`config.mk`:
```
export PLATFORM = sky130hd
export DESIGN_NAME = pbmc_port_ctrl
export DESIGN_NICKNAME = d
export VERILOG_FILES = /design/src/shared/pbmc_pkg.sv /design/src/hdl/pbmc_port_ctrl.sv
export VERILOG_INCLUDE_DIRS = /design/src /design/src/shared
export SDC_FILE = /design/constraint.sdc
export NUM_CORES = 1
export LEC_CHECK = 0
export ABC_CLOCK_PERIOD_IN_PS = 5500
export BUFFER_PORTS_ARGS = -buffer_cell sky130_fd_sc_hd__buf_2
export CELL_PAD_IN_SITES_DETAIL_PLACEMENT = 1
export CELL_PAD_IN_SITES_GLOBAL_PLACEMENT = 2
export CORE_MARGIN = 2
export CORE_UTILIZATION = 30
export DETAILED_ROUTE_END_ITERATION = 12
export PLACE_DENSITY = 0.8
export SLEW_MARGIN = 0
export SYNTH_ARGS = -nofsm -noshare
export SYNTH_HDL_FRONTEND = slang
export SYNTH_SLANG_ARGS = --single-unit
```
`constraint.sdc`:
```
create_clock -name i_clk_sys -period 5.5 [get_ports i_clk_sys]
set_clock_uncertainty 0.15 [all_clocks]
set_input_delay 1.1 -clock i_clk_sys [delete_from_list [all_inputs] [get_ports i_clk_sys]]
set_output_delay 1.1 -clock i_clk_sys [all_outputs]
set_load 0.02 [all_outputs]
```
`src/shared/pbmc_cfg.svh`:
```
// Register map, pin positions and reset values of the port block.
// Assumes inclusion by the design module, the memory model and the bench.
`ifndef PBMC_CFG_SVH
`define PBMC_CFG_SVH
`define PBMC_A_DATA   4'h0
`define PBMC_A_DIR    4'h1
`define PBMC_B_DATA   4'h2
`define PBMC_B_DIR    4'h3
`define PBMC_B_ALT    4'h4
`define PBMC_P_DATA   4'h5
`define PBMC_P_SEL    4'h6
`define PBMC_I_IN     4'h7
`define PBMC_D_IN     4'h8
`define PBMC_CTRL     4'h9
`define PBMC_STAT     4'hA
`define PBMC_CTRL_EA   0
`define PBMC_CTRL_HOLD 1
`define PBMC_B_ALE    10
`define PBMC_B_WR     11
`define PBMC_B_HBE    12
`define PBMC_B_RD     15
`define PBMC_RST_VAL  16'h0000
`define PBMC_RAM_TOP  16'h00FF
`define PBMC_ROM_BASE 16'hF000
`endif

```
`src/shared/pbmc_pkg.sv`:
```
// Types shared by the port and bus mode block.
// Assumes the constants header sits beside it.
package pbmc_pkg;
    typedef enum logic [1:0] {
        PBMC_SINGLE, PBMC_EXPANDED, PBMC_SINGLE_NOROM, PBMC_EXPANDED_NOROM
    } pbmc_mode_type;
    typedef enum logic [1:0] {
        PBMC_IDLE, PBMC_ADDR, PBMC_STRB, PBMC_DONE
    } pbmc_state_type;
    typedef struct packed {
        logic [15:0] addr;
        logic [15:0] wdata;
        logic        wr;
    } pbmc_mem_req_type;
    typedef struct packed {
        logic       nmi;
        logic [2:0] capture;
        logic       serial_in;
        logic       uart_receive_in;
    } pbmc_i_feed_type;
endpackage

```
`src/hdl/pbmc_port_ctrl.sv`:
```
// Port A/B/I/D/P logic with the multiplexed external memory bus engine.
// Assumes one 100 MHz clock, synchronous pin inputs and a register
// port with read data one cycle after the read strobe.
//
// The implementer's own choices: the address-and-strobe port and the register addresses.
`include "pbmc_cfg.svh"

module pbmc_port_ctrl (
    input  wire logic                      i_clk_sys,
    input  wire logic                      i_rst,
    input  wire logic [3:0]                i_reg_addr,
    input  wire logic [15:0]               i_reg_wdata,
    input  wire logic                      i_reg_wr,
    input  wire logic                      i_reg_rd,
    input  wire logic                      i_reg_byte,
    output logic      [15:0]               o_reg_rdata,
    input  wire logic                      i_mem_valid,
    input  wire pbmc_pkg::pbmc_mem_req_type i_mem_req,
    output logic                           o_mem_done,
    output logic      [15:0]               o_mem_rdata,
    input  wire logic                      i_external_memory_pin,
    input  wire logic                      i_ready_or_hold_n,
    output logic                           o_hold_ack,
    input  wire logic [15:0]               i_pa,
    output logic      [15:0]               o_pa,
    output logic      [15:0]               o_pa_oe,
    input  wire logic [15:0]               i_pb,
    output logic      [15:0]               o_pb,
    output logic      [15:0]               o_pb_oe,
    input  wire logic [15:0]               i_b_alt_out,
    input  wire logic [15:0]               i_b_alt_oe,
    input  wire logic [7:0]                i_pi,
    output pbmc_pkg::pbmc_i_feed_type      o_i_feed,
    input  wire logic [7:0]                i_pd,
    input  wire logic [3:0]                i_timer_out,
    output logic      [3:0]                o_pp,
    output logic      [3:0]                o_pp_oe,
    output logic                           o_half_rate_clock_out,
    output logic                           o_inverted_clock_out,
    output pbmc_pkg::pbmc_mode_type        o_mode
);

    // Pin read: data register where driven, pin level where input
    function automatic logic [15:0] pin_read(
        input logic [15:0] dir,
        input logic [15:0] data,
        input logic [15:0] pin
    );
        pin_read = (dir & data) | (~dir & pin);
    endfunction

    logic [15:0] a_data_r;
    logic [15:0] a_dir_r;
    logic [15:0] b_data_r;
    logic [15:0] b_dir_r;
    logic [15:0] b_alt_r;
    logic [3:0]  p_data_r;
    logic [3:0]  p_sel_r;
    logic [1:0]  ctrl_r;
    logic        bus8_r;
    logic        strap_done_r;
    logic        ports_on_r;
    logic        half_r;
    logic        hold_ack_r;
    logic        off_chip_r;
    logic [15:0] rdata_r;
    logic [15:0] mem_rdata_r;
    logic        mem_done_r;
    pbmc_pkg::pbmc_mem_req_type req_r;
    pbmc_pkg::pbmc_i_feed_type  feed_r;
    pbmc_pkg::pbmc_state_type   st_r;
    pbmc_pkg::pbmc_state_type   st_nxt;

    // Mode decode and address map
    wire ea_w = ctrl_r[`PBMC_CTRL_EA];
    wire hold_sel_w = ctrl_r[`PBMC_CTRL_HOLD];
    wire exm_w = i_external_memory_pin;
    wire ext_w = ea_w | exm_w;
    wire ram_hit_w = i_mem_req.addr <= `PBMC_RAM_TOP;
    wire rom_hit_w = i_mem_req.addr >= `PBMC_ROM_BASE;
    // ROM space goes out when the pin is high; RAM always stays inside
    wire off_w = !ram_hit_w && (ea_w ? (exm_w || !rom_hit_w)
                                     : (exm_w && rom_hit_w));
    assign o_mode = pbmc_pkg::pbmc_mode_type'({exm_w, ea_w});

    // Register port decode
    wire wr_a_w   = i_reg_wr && i_reg_addr == `PBMC_A_DATA;
    wire wr_ad_w  = i_reg_wr && i_reg_addr == `PBMC_A_DIR;
    wire wr_b_w   = i_reg_wr && i_reg_addr == `PBMC_B_DATA;
    wire wr_bd_w  = i_reg_wr && i_reg_addr == `PBMC_B_DIR;
    wire wr_bf_w  = i_reg_wr && i_reg_addr == `PBMC_B_ALT;
    wire wr_p_w   = i_reg_wr && i_reg_addr == `PBMC_P_DATA;
    wire wr_ps_w  = i_reg_wr && i_reg_addr == `PBMC_P_SEL;
    wire wr_c_w   = i_reg_wr && i_reg_addr == `PBMC_CTRL;
    logic [15:0] rd_mux_w;
    always_comb
    begin
        case (i_reg_addr)
            `PBMC_A_DATA: rd_mux_w = pin_read(a_dir_r, a_data_r, i_pa);
            `PBMC_A_DIR:  rd_mux_w = a_dir_r;
            `PBMC_B_DATA: rd_mux_w = pin_read(b_dir_r, b_data_r, i_pb);
            `PBMC_B_DIR:  rd_mux_w = b_dir_r;
            `PBMC_B_ALT:  rd_mux_w = b_alt_r;
            `PBMC_P_DATA: rd_mux_w = {12'h000, p_data_r};
            `PBMC_P_SEL:  rd_mux_w = {12'h000, p_sel_r};
            `PBMC_I_IN:   rd_mux_w = {8'h00, i_pi};
            `PBMC_D_IN:   rd_mux_w = {8'h00, i_pd};
            `PBMC_CTRL:   rd_mux_w = {14'h0000, ctrl_r};
            `PBMC_STAT:   rd_mux_w = {12'h000, hold_ack_r, bus8_r, exm_w, ea_w};
            default:      rd_mux_w = 16'h0000;
        endcase
    end
    // Byte format returns only the low byte
    wire [15:0] rd_fmt_w = i_reg_byte ? {8'h00, rd_mux_w[7:0]} : rd_mux_w;

    // Software registers, all cleared so port A and B pins start as floating inputs when the memory pin is low
    always_ff @(posedge i_clk_sys or posedge i_rst)
    begin
        if (i_rst)
        begin
            a_data_r <= `PBMC_RST_VAL;
            a_dir_r  <= `PBMC_RST_VAL;
            b_data_r <= `PBMC_RST_VAL;
            b_dir_r  <= `PBMC_RST_VAL;
            b_alt_r  <= `PBMC_RST_VAL;
            p_data_r <= 4'h0;
            p_sel_r  <= 4'h0;
            ctrl_r   <= 2'h0;
            rdata_r  <= 16'h0000;
        end
        else
        begin
            if (wr_a_w)  a_data_r <= i_reg_wdata;
            if (wr_ad_w) a_dir_r  <= i_reg_wdata;
            if (wr_b_w)  b_data_r <= i_reg_wdata;
            if (wr_bd_w) b_dir_r  <= i_reg_wdata;
            if (wr_bf_w) b_alt_r  <= i_reg_wdata;
            if (wr_p_w)  p_data_r <= i_reg_wdata[3:0];
            if (wr_ps_w) p_sel_r  <= i_reg_wdata[3:0];
            if (wr_c_w)  ctrl_r   <= i_reg_wdata[1:0];
            if (i_reg_rd) rdata_r <= rd_fmt_w;
        end
    end
    assign o_reg_rdata = rdata_r;

    // Strap capture one edge after release; async reset takes constants
    always_ff @(posedge i_clk_sys or posedge i_rst)
    begin
        if (i_rst)
        begin
            strap_done_r <= 1'b0;
            bus8_r       <= 1'b0;
            ports_on_r   <= 1'b0;
        end
        else
        begin
            strap_done_r <= 1'b1;
            ports_on_r   <= 1'b1;
            if (!strap_done_r) bus8_r <= i_pb[`PBMC_B_HBE];
        end
    end

    // Bus engine: latch phase, strobe phase, finish
    wire hold_req_w = hold_sel_w && !i_ready_or_hold_n;
    wire wait_w = !hold_sel_w && !i_ready_or_hold_n;
    always_comb
    begin
        st_nxt = st_r;
        case (st_r)
            pbmc_pkg::PBMC_IDLE:
                if (i_mem_valid && ext_w && !hold_ack_r && !hold_req_w)
                    st_nxt = pbmc_pkg::PBMC_ADDR;
            pbmc_pkg::PBMC_ADDR: st_nxt = pbmc_pkg::PBMC_STRB;
            pbmc_pkg::PBMC_STRB:
                if (!wait_w) st_nxt = pbmc_pkg::PBMC_DONE;
            pbmc_pkg::PBMC_DONE: st_nxt = pbmc_pkg::PBMC_IDLE;
            default: st_nxt = pbmc_pkg::PBMC_IDLE;
        endcase
    end

    // Request capture, hold grant and read data capture
    always_ff @(posedge i_clk_sys or posedge i_rst)
    begin
        if (i_rst)
        begin
            st_r        <= pbmc_pkg::PBMC_IDLE;
            req_r       <= '0;
            off_chip_r  <= 1'b0;
            hold_ack_r  <= 1'b0;
            mem_rdata_r <= 16'h0000;
            mem_done_r  <= 1'b0;
        end
        else
        begin
            st_r <= st_nxt;
            if (st_r == pbmc_pkg::PBMC_IDLE && i_mem_valid)
            begin
                req_r      <= i_mem_req;
                off_chip_r <= off_w;
            end
            // Hold is granted only between bus cycles
            if (st_r == pbmc_pkg::PBMC_IDLE) hold_ack_r <= hold_req_w;
            mem_done_r <= st_r == pbmc_pkg::PBMC_STRB && !wait_w;
            if (st_r == pbmc_pkg::PBMC_STRB && !wait_w && !req_r.wr)
                mem_rdata_r <= i_pa;
        end
    end
    assign o_mem_done  = mem_done_r;
    assign o_mem_rdata = mem_rdata_r;
    assign o_hold_ack  = hold_ack_r;

    // Active-low strobes and active-high ALE, only for off-chip cycles
    wire in_addr_w = st_r == pbmc_pkg::PBMC_ADDR;
    wire in_strb_w = st_r == pbmc_pkg::PBMC_STRB;
    wire rd_n_w  = !(in_strb_w && off_chip_r && !req_r.wr);
    wire wr_n_w  = !(in_strb_w && off_chip_r && req_r.wr);
    wire hbe_n_w = !(in_strb_w && off_chip_r && !bus8_r);
    wire ale_w   = in_addr_w && off_chip_r;
    wire bus_on_w = ext_w && !hold_ack_r;
    wire a_drive_w = in_addr_w || (in_strb_w && req_r.wr);
    wire [15:0] a_bus_w = in_addr_w ? req_r.addr : req_r.wdata;

    // Port A: bus owner in external modes, plain port otherwise
    assign o_pa = ext_w ? a_bus_w : a_data_r;
    assign o_pa_oe = !ports_on_r ? 16'h0000 :
                     ext_w ? {16{bus_on_w && a_drive_w && off_chip_r}}
                           : a_dir_r;

    // Port B: data, alternate function, then bus control pins on top
    logic [15:0] b_out_w;
    logic [15:0] b_oe_w;
    always_comb
    begin
        b_out_w = (b_alt_r & i_b_alt_out) | (~b_alt_r & b_data_r);
        b_oe_w  = (b_alt_r & i_b_alt_oe) | (~b_alt_r & b_dir_r);
        if (ext_w)
        begin
            b_out_w[`PBMC_B_ALE] = ale_w;
            b_out_w[`PBMC_B_WR]  = wr_n_w;
            b_out_w[`PBMC_B_RD]  = rd_n_w;
            b_oe_w[`PBMC_B_ALE]  = bus_on_w;
            b_oe_w[`PBMC_B_WR]   = bus_on_w;
            b_oe_w[`PBMC_B_RD]   = bus_on_w;
            if (!bus8_r)
            begin
                b_out_w[`PBMC_B_HBE] = hbe_n_w;
                b_oe_w[`PBMC_B_HBE]  = bus_on_w;
            end
        end
    end
    assign o_pb    = b_out_w;
    assign o_pb_oe = ports_on_r ? b_oe_w : 16'h0000;

    // Port P: timer output or data per pin
    assign o_pp    = (p_sel_r & i_timer_out) | (~p_sel_r & p_data_r);
    assign o_pp_oe = {4{ports_on_r}};

    // Port I feeds, registered to keep outputs from flops
    always_ff @(posedge i_clk_sys or posedge i_rst)
    begin
        if (i_rst)
            feed_r <= '0;
        else
            feed_r <= {i_pi[1], i_pi[4:2], i_pi[5], i_pi[6]};
    end
    assign o_i_feed = feed_r;

    // Clock outputs; the inverted copy is a plain gate on the clock
    always_ff @(posedge i_clk_sys or posedge i_rst)
    begin
        if (i_rst)
            half_r <= 1'b0;
        else
            half_r <= !half_r;
    end
    assign o_half_rate_clock_out = half_r;
    assign o_inverted_clock_out  = ~i_clk_sys;
endmodule

```
Word level (Yosys, flattened, before mapping)
Cells that the tools add are included.
{"block": "word_totals", "ff_bits": 169, "inputBits": 145, "wordCells": 124}
{"block": "op_classes", "n_lt_le_gt_ge": 2, "eq_ne": 15, "mux": 17, "n_bitwise": 21, "reduce_logical": 45}
{"cell": "16-bit case mux with 11 select lines", "count": 1}
{"cell": "16-bit AND", "count": 8}
{"cell": "16-bit 2-to-1 mux", "count": 6}
{"cell": "16-bit OR", "count": 4}
{"cell": "16-bit inverter", "count": 3}
{"cell": "1-bit logical AND", "count": 27}
{"cell": "4-bit by 3-bit == test with 1-bit output (second input constant)", "count": 4}
{"cell": "16-bit greater-or-equal comparator (second input constant)", "count": 1}
{"cell": "16-bit by 8-bit less-or-equal comparator with 1-bit output (second input constant)", "count": 1}
{"cell": "1-bit zero test", "count": 13}
{"cell": "4-bit == test (second input constant)", "count": 3}
{"cell": "4-bit AND", "count": 2}
{"cell": "4-bit by 2-bit == test with 1-bit output (second input constant)", "count": 2}
{"cell": "2-bit case mux with 4 select lines", "count": 1}
{"cell": "3-bit 2-to-1 mux", "count": 2}
{"cell": "1-bit 2-to-1 mux", "count": 5}
{"cell": "2-bit == test (second input constant)", "count": 2}
{"cell": "4-bit by 1-bit == test with 1-bit output (second input constant)", "count": 1}
{"cell": "4-bit zero test", "count": 1}
{"cell": "2-bit 2-to-1 mux", "count": 2}
{"cell": "2-bit inequality test (second input constant)", "count": 2}
{"cell": "4-bit inverter", "count": 1}
{"cell": "4-bit OR", "count": 1}
{"cell": "2-bit by 1-bit == test with 1-bit output (second input constant)", "count": 1}
{"cell": "5 further kinds", "count": 6}

Depth between registers and ports, before layout
{"block": "logic_depth", "ltp_word": 7, "ltp_mapped": 8, "mapped_depth_nobuf": 6}

==> implementation parameters <==
Parameter                              Value

Worst hold path
  Kind of path behind the tightest hold check    flip-flop to flip-flop
  Start point of the worst hold path    o_half_rate_clock_out

Clock tree
  Clock-pin slew of the registers on the worst-case setup and hold paths    0.07 ns
  Hold-fix buffers at CTS    0
  Setup Fix Bufs, Post-CTS    0
  TritonCTS clock tree    done
  Buffer depth of the longest clock path    2
  Total CTS buffers    17
  Root buffer cell    sky130_fd_sc_hd__clkbuf_16
  Count of cells resized by post-cts repair    0
  Later-pin clock latency in the skew report    0.42 ns
  Total number of H-tree levels    4

Logic synthesis
  Total nets after synthesis    889
  Leading cell types by total area after synthesis    sky130_fd_sc_hd__dfrtp_1 (48%), sky130_fd_sc_hd__mux2_2 (20%), sky130_fd_sc_hd__mux2i_1 (6.1%)
  Number of warnings reported in the yosys synthesis log    0
  Commonest cells in the synthesized netlist    sky130_fd_sc_hd__dfrtp_1 (169), sky130_fd_sc_hd__mux2_2 (159), sky130_fd_sc_hd__mux2i_1 (53), sky130_fd_sc_hd__o21ai_0 (39), sky130_fd_sc_hd__nand2_1 (32)
  Number of flops mapped to enable cells by yosys    0
  Ys flop type    sky130_fd_sc_hd__dfrtp_1
  Cell with the most instances after synthesis    sky130_fd_sc_hd__dfrtp_1
  Share of the synthesized area in compound gates (AO/OA/AOI/OAI)    11.3%
  Register bit count reported by yosys    169
  Netlist Area Pre-Place    8760 µm²
  Xor/xnor cell area share of the yosys netlist    0.100%
  Average cell area after synthesis    11.8 µm²
  Share of the synthesized area in the top cell type    48.3%
  Post-synthesis simple-gate area fraction    9.70%
  Largest area contributor in the netlist    sky130_fd_sc_hd__dfrtp_1
  Count of unique library cells instantiated by Yosys    67
  Post-synthesis sequential area ratio    48.3%
  Largest family of logic cells by synthesized area    multiplexers
  Async set-reset flop share out of synthesis    100%
  Post-synthesis instance total    741
  Adder and majority gate portion of the synthesized area    0.429%
  Mux share of post-synthesis cell area    26.5%

Routing
  DR pass1 iterations    4
  Number of DRC violations after detailed routing    0
  Count of routing violations after the opening detailed-route iteration    413
  Wirelength per Cell    22.6 µm
  Via-to-Cell Ratio    5.11
  Wire length after detailed routing    31,200 µm
  Total via count after detailed routing    7,066
  DRT antenna net count    0

Final layout
  Number of standard cells in the layout, taps in and fillers out    1,384
  Final Instance Area    11,000 µm²
  Area added between synthesis and finish    25.4%
  Post-layout net count    1,133
  Fraction of final layout cells with drive strength greater than 1    48.9%

Floorplanning
  I/O Pins    261
  Y dimension of the die    175 µm
  Count of standard-cell rows    62
  CORE AREA    28,700 µm²
  DIE AREA    30,600 µm²
  Initial cell density of the core    30.5%
  Die Span X    175 µm

Setup path
  Arrival time of data at the critical path endpoint    3.35 ns
  Kind of critical path    clock port to output pin
  Launch instance of the worst register-to-register path    st_r[0]
  Category of the worst setup path capture point    output pin
  Top fanout value on the critical path    16
  CP startpoint    i_clk_sys
  Launching element type of the critical path    clock port
  Critical path required time    4.25 ns

STA
  Setup TNS    0 ns
  Setup violation total in the final timing report    0
  Pins Over Slew Limit    0
  Slew at the pin closest to its max-slew limit    0.982 ns
  Normalized max-slew margin    34.5%
  Final number of hold-violating endpoints    0
  Unrepaired setup endpoints after global routing    false

Place
  Final weighted congestion in routability-driven placement    0.804
  Cell Count Post-Placement    1,350
  Count of buffers from port buffering    260
  Placed cell areas    10,400 µm²
  HPWL after DPL    22,600 µm

Global routing
  All-layer global routing usage    20.7%
  Antenna violations before repair    3
  First-pass GRT wire length    47,700 µm
  Remaining global-route overflow    0
  Number of global-route vias before repair    7,565
  Pin count of the biggest net entering global routing    170

Power and ir drop
  Lkg Pwr    5.05 nW
  Final Power    4.77 mW
  Peak supply drop    185 µV
  Ratio of total power to cell area    434 nW/µm²

Flow run
  Max-cap violation count    0

Outcome
  Outcome    finished, final reports clean
-- worst paths after layout --
check | slack, ns | cells past startpoint | endpoint
max in group asynchronous | 3.69 | 3 | a_data_r[7]
worst min register to register | 0.28 | 1 | o_half_rate_clock_out
worst max-delay path | 0.90 | 4 | o_inverted_clock_out
worst min-delay path | 0.28 | 1 | o_half_rate_clock_out
min in group asynchronous | 0.76 | 3 | o_half_rate_clock_out
worst max register to register | 2.99 | 6 | o_mem_rdata[13]
-- registers in the layout, indices dropped and copies added (netlist names) --
signal,cells
req_r,33
o_reg_rdata,16
o_mem_done,1
b_alt_r,16
o_i_feed,6
st_r,2
off_chip_r,1
ctrl_r,2
o_hold_ack,1
b_data_r,16
ports_on_r,1
p_sel_r,4
bus8_r,1
a_data_r,16
o_mem_rdata,16
p_data_r,4
a_dir_r,16
o_half_rate_clock_out,1
b_dir_r,16
-- logic make-up after synthesis --
| logic type | count (synthesis) |
|---|---|
| fa+ha+maj | 3 |
| flops | 169 |
| simple gates | 145 |
| xor+xnor | 1 |
| other cells | 1 |
| mux | 212 |
| compound gates | 144 |
| buf+inv | 66 |
-- per-stage QoR --
step           hold WS, ns  worst slack, ns  utilization (%)
6_report             0.275            0.903             38.3
5_1_grt              0.304            0.877             38.3
4_1_cts              0.283            0.886             38.3
3_5_place_dp         0.273             1.33             36.3
3_3_place_gp         0.253             1.33             36.3
2_1_floorplan        0.329             1.37                -
-- worst max-delay path: stages --
cell and delay [ns]:
sky130_fd_sc_hd__clkbuf_16 0.20, sky130_fd_sc_hd__clkbuf_16 0.19, sky130_fd_sc_hd__inv_1 0.05, sky130_fd_sc_hd__buf_2 0.15
-- cell type report --
| cell class | instances | area (µm²) |
|---|---|---|
| timing repair buffer | 271 | 1400 |
| clock inverter | 15 | 140 |
| clock buffer | 19 | 444 |
| antenna | 2 | 5.00 |
| multi-input combinational | 506 | 4220 |
| fill | 3230 | 17700 |
| sequential | 169 | 4230 |
| inverter | 18 | 71.3 |
| tap | 384 | 480 |
-- routing by layer --
metal	track usage, %	routed length [µm]
met3	4.61	1740
met5	0	13
met2	33.4	14600
met4	4.34	386
met1	28.6	14500
-- cells in the final DEF, fill, tap and decap left out, types with 3 or more instances in the layout --
cell,instances
sky130_fd_sc_hd__a211oi_1,8
sky130_fd_sc_hd__a21o_1,4
sky130_fd_sc_hd__a21oi_1,20
sky130_fd_sc_hd__a22oi_1,6
sky130_fd_sc_hd__a31oi_1,3
sky130_fd_sc_hd__buf_2,260
sky130_fd_sc_hd__buf_4,11
sky130_fd_sc_hd__clkbuf_16,17
sky130_fd_sc_hd__clkinvlp_4,4
sky130_fd_sc_hd__dfrtp_1,169
sky130_fd_sc_hd__ha_1,3
sky130_fd_sc_hd__inv_1,15
sky130_fd_sc_hd__inv_6,4
sky130_fd_sc_hd__mux2_2,159
sky130_fd_sc_hd__mux2i_1,53
sky130_fd_sc_hd__nand2_1,32
sky130_fd_sc_hd__nand2b_1,12
sky130_fd_sc_hd__nand3_1,8
sky130_fd_sc_hd__nand3b_1,6
sky130_fd_sc_hd__nor2_1,17
sky130_fd_sc_hd__nor2_2,3
sky130_fd_sc_hd__nor2b_1,18
sky130_fd_sc_hd__nor3_1,6
sky130_fd_sc_hd__nor3b_1,6
sky130_fd_sc_hd__nor4_1,5
sky130_fd_sc_hd__o21a_1,20
sky130_fd_sc_hd__o21ai_0,39
sky130_fd_sc_hd__o221ai_1,3
sky130_fd_sc_hd__o22ai_1,5
sky130_fd_sc_hd__o2bb2ai_1,11
sky130_fd_sc_hd__o32ai_1,5
sky130_fd_sc_hd__or3b_2,9
sky130_fd_sc_hd__or4_1,3
-- power breakdown --
| group | total [mW] | internal, mW | switching, mW |
|---|---|---|---|
| clock | 1.22 | 0.654 | 0.567 |
| combinational | 1.62 | 0.756 | 0.859 |
| sequential | 1.93 | 1.61 | 0.320 |
(Power assumes the default switching activity.)
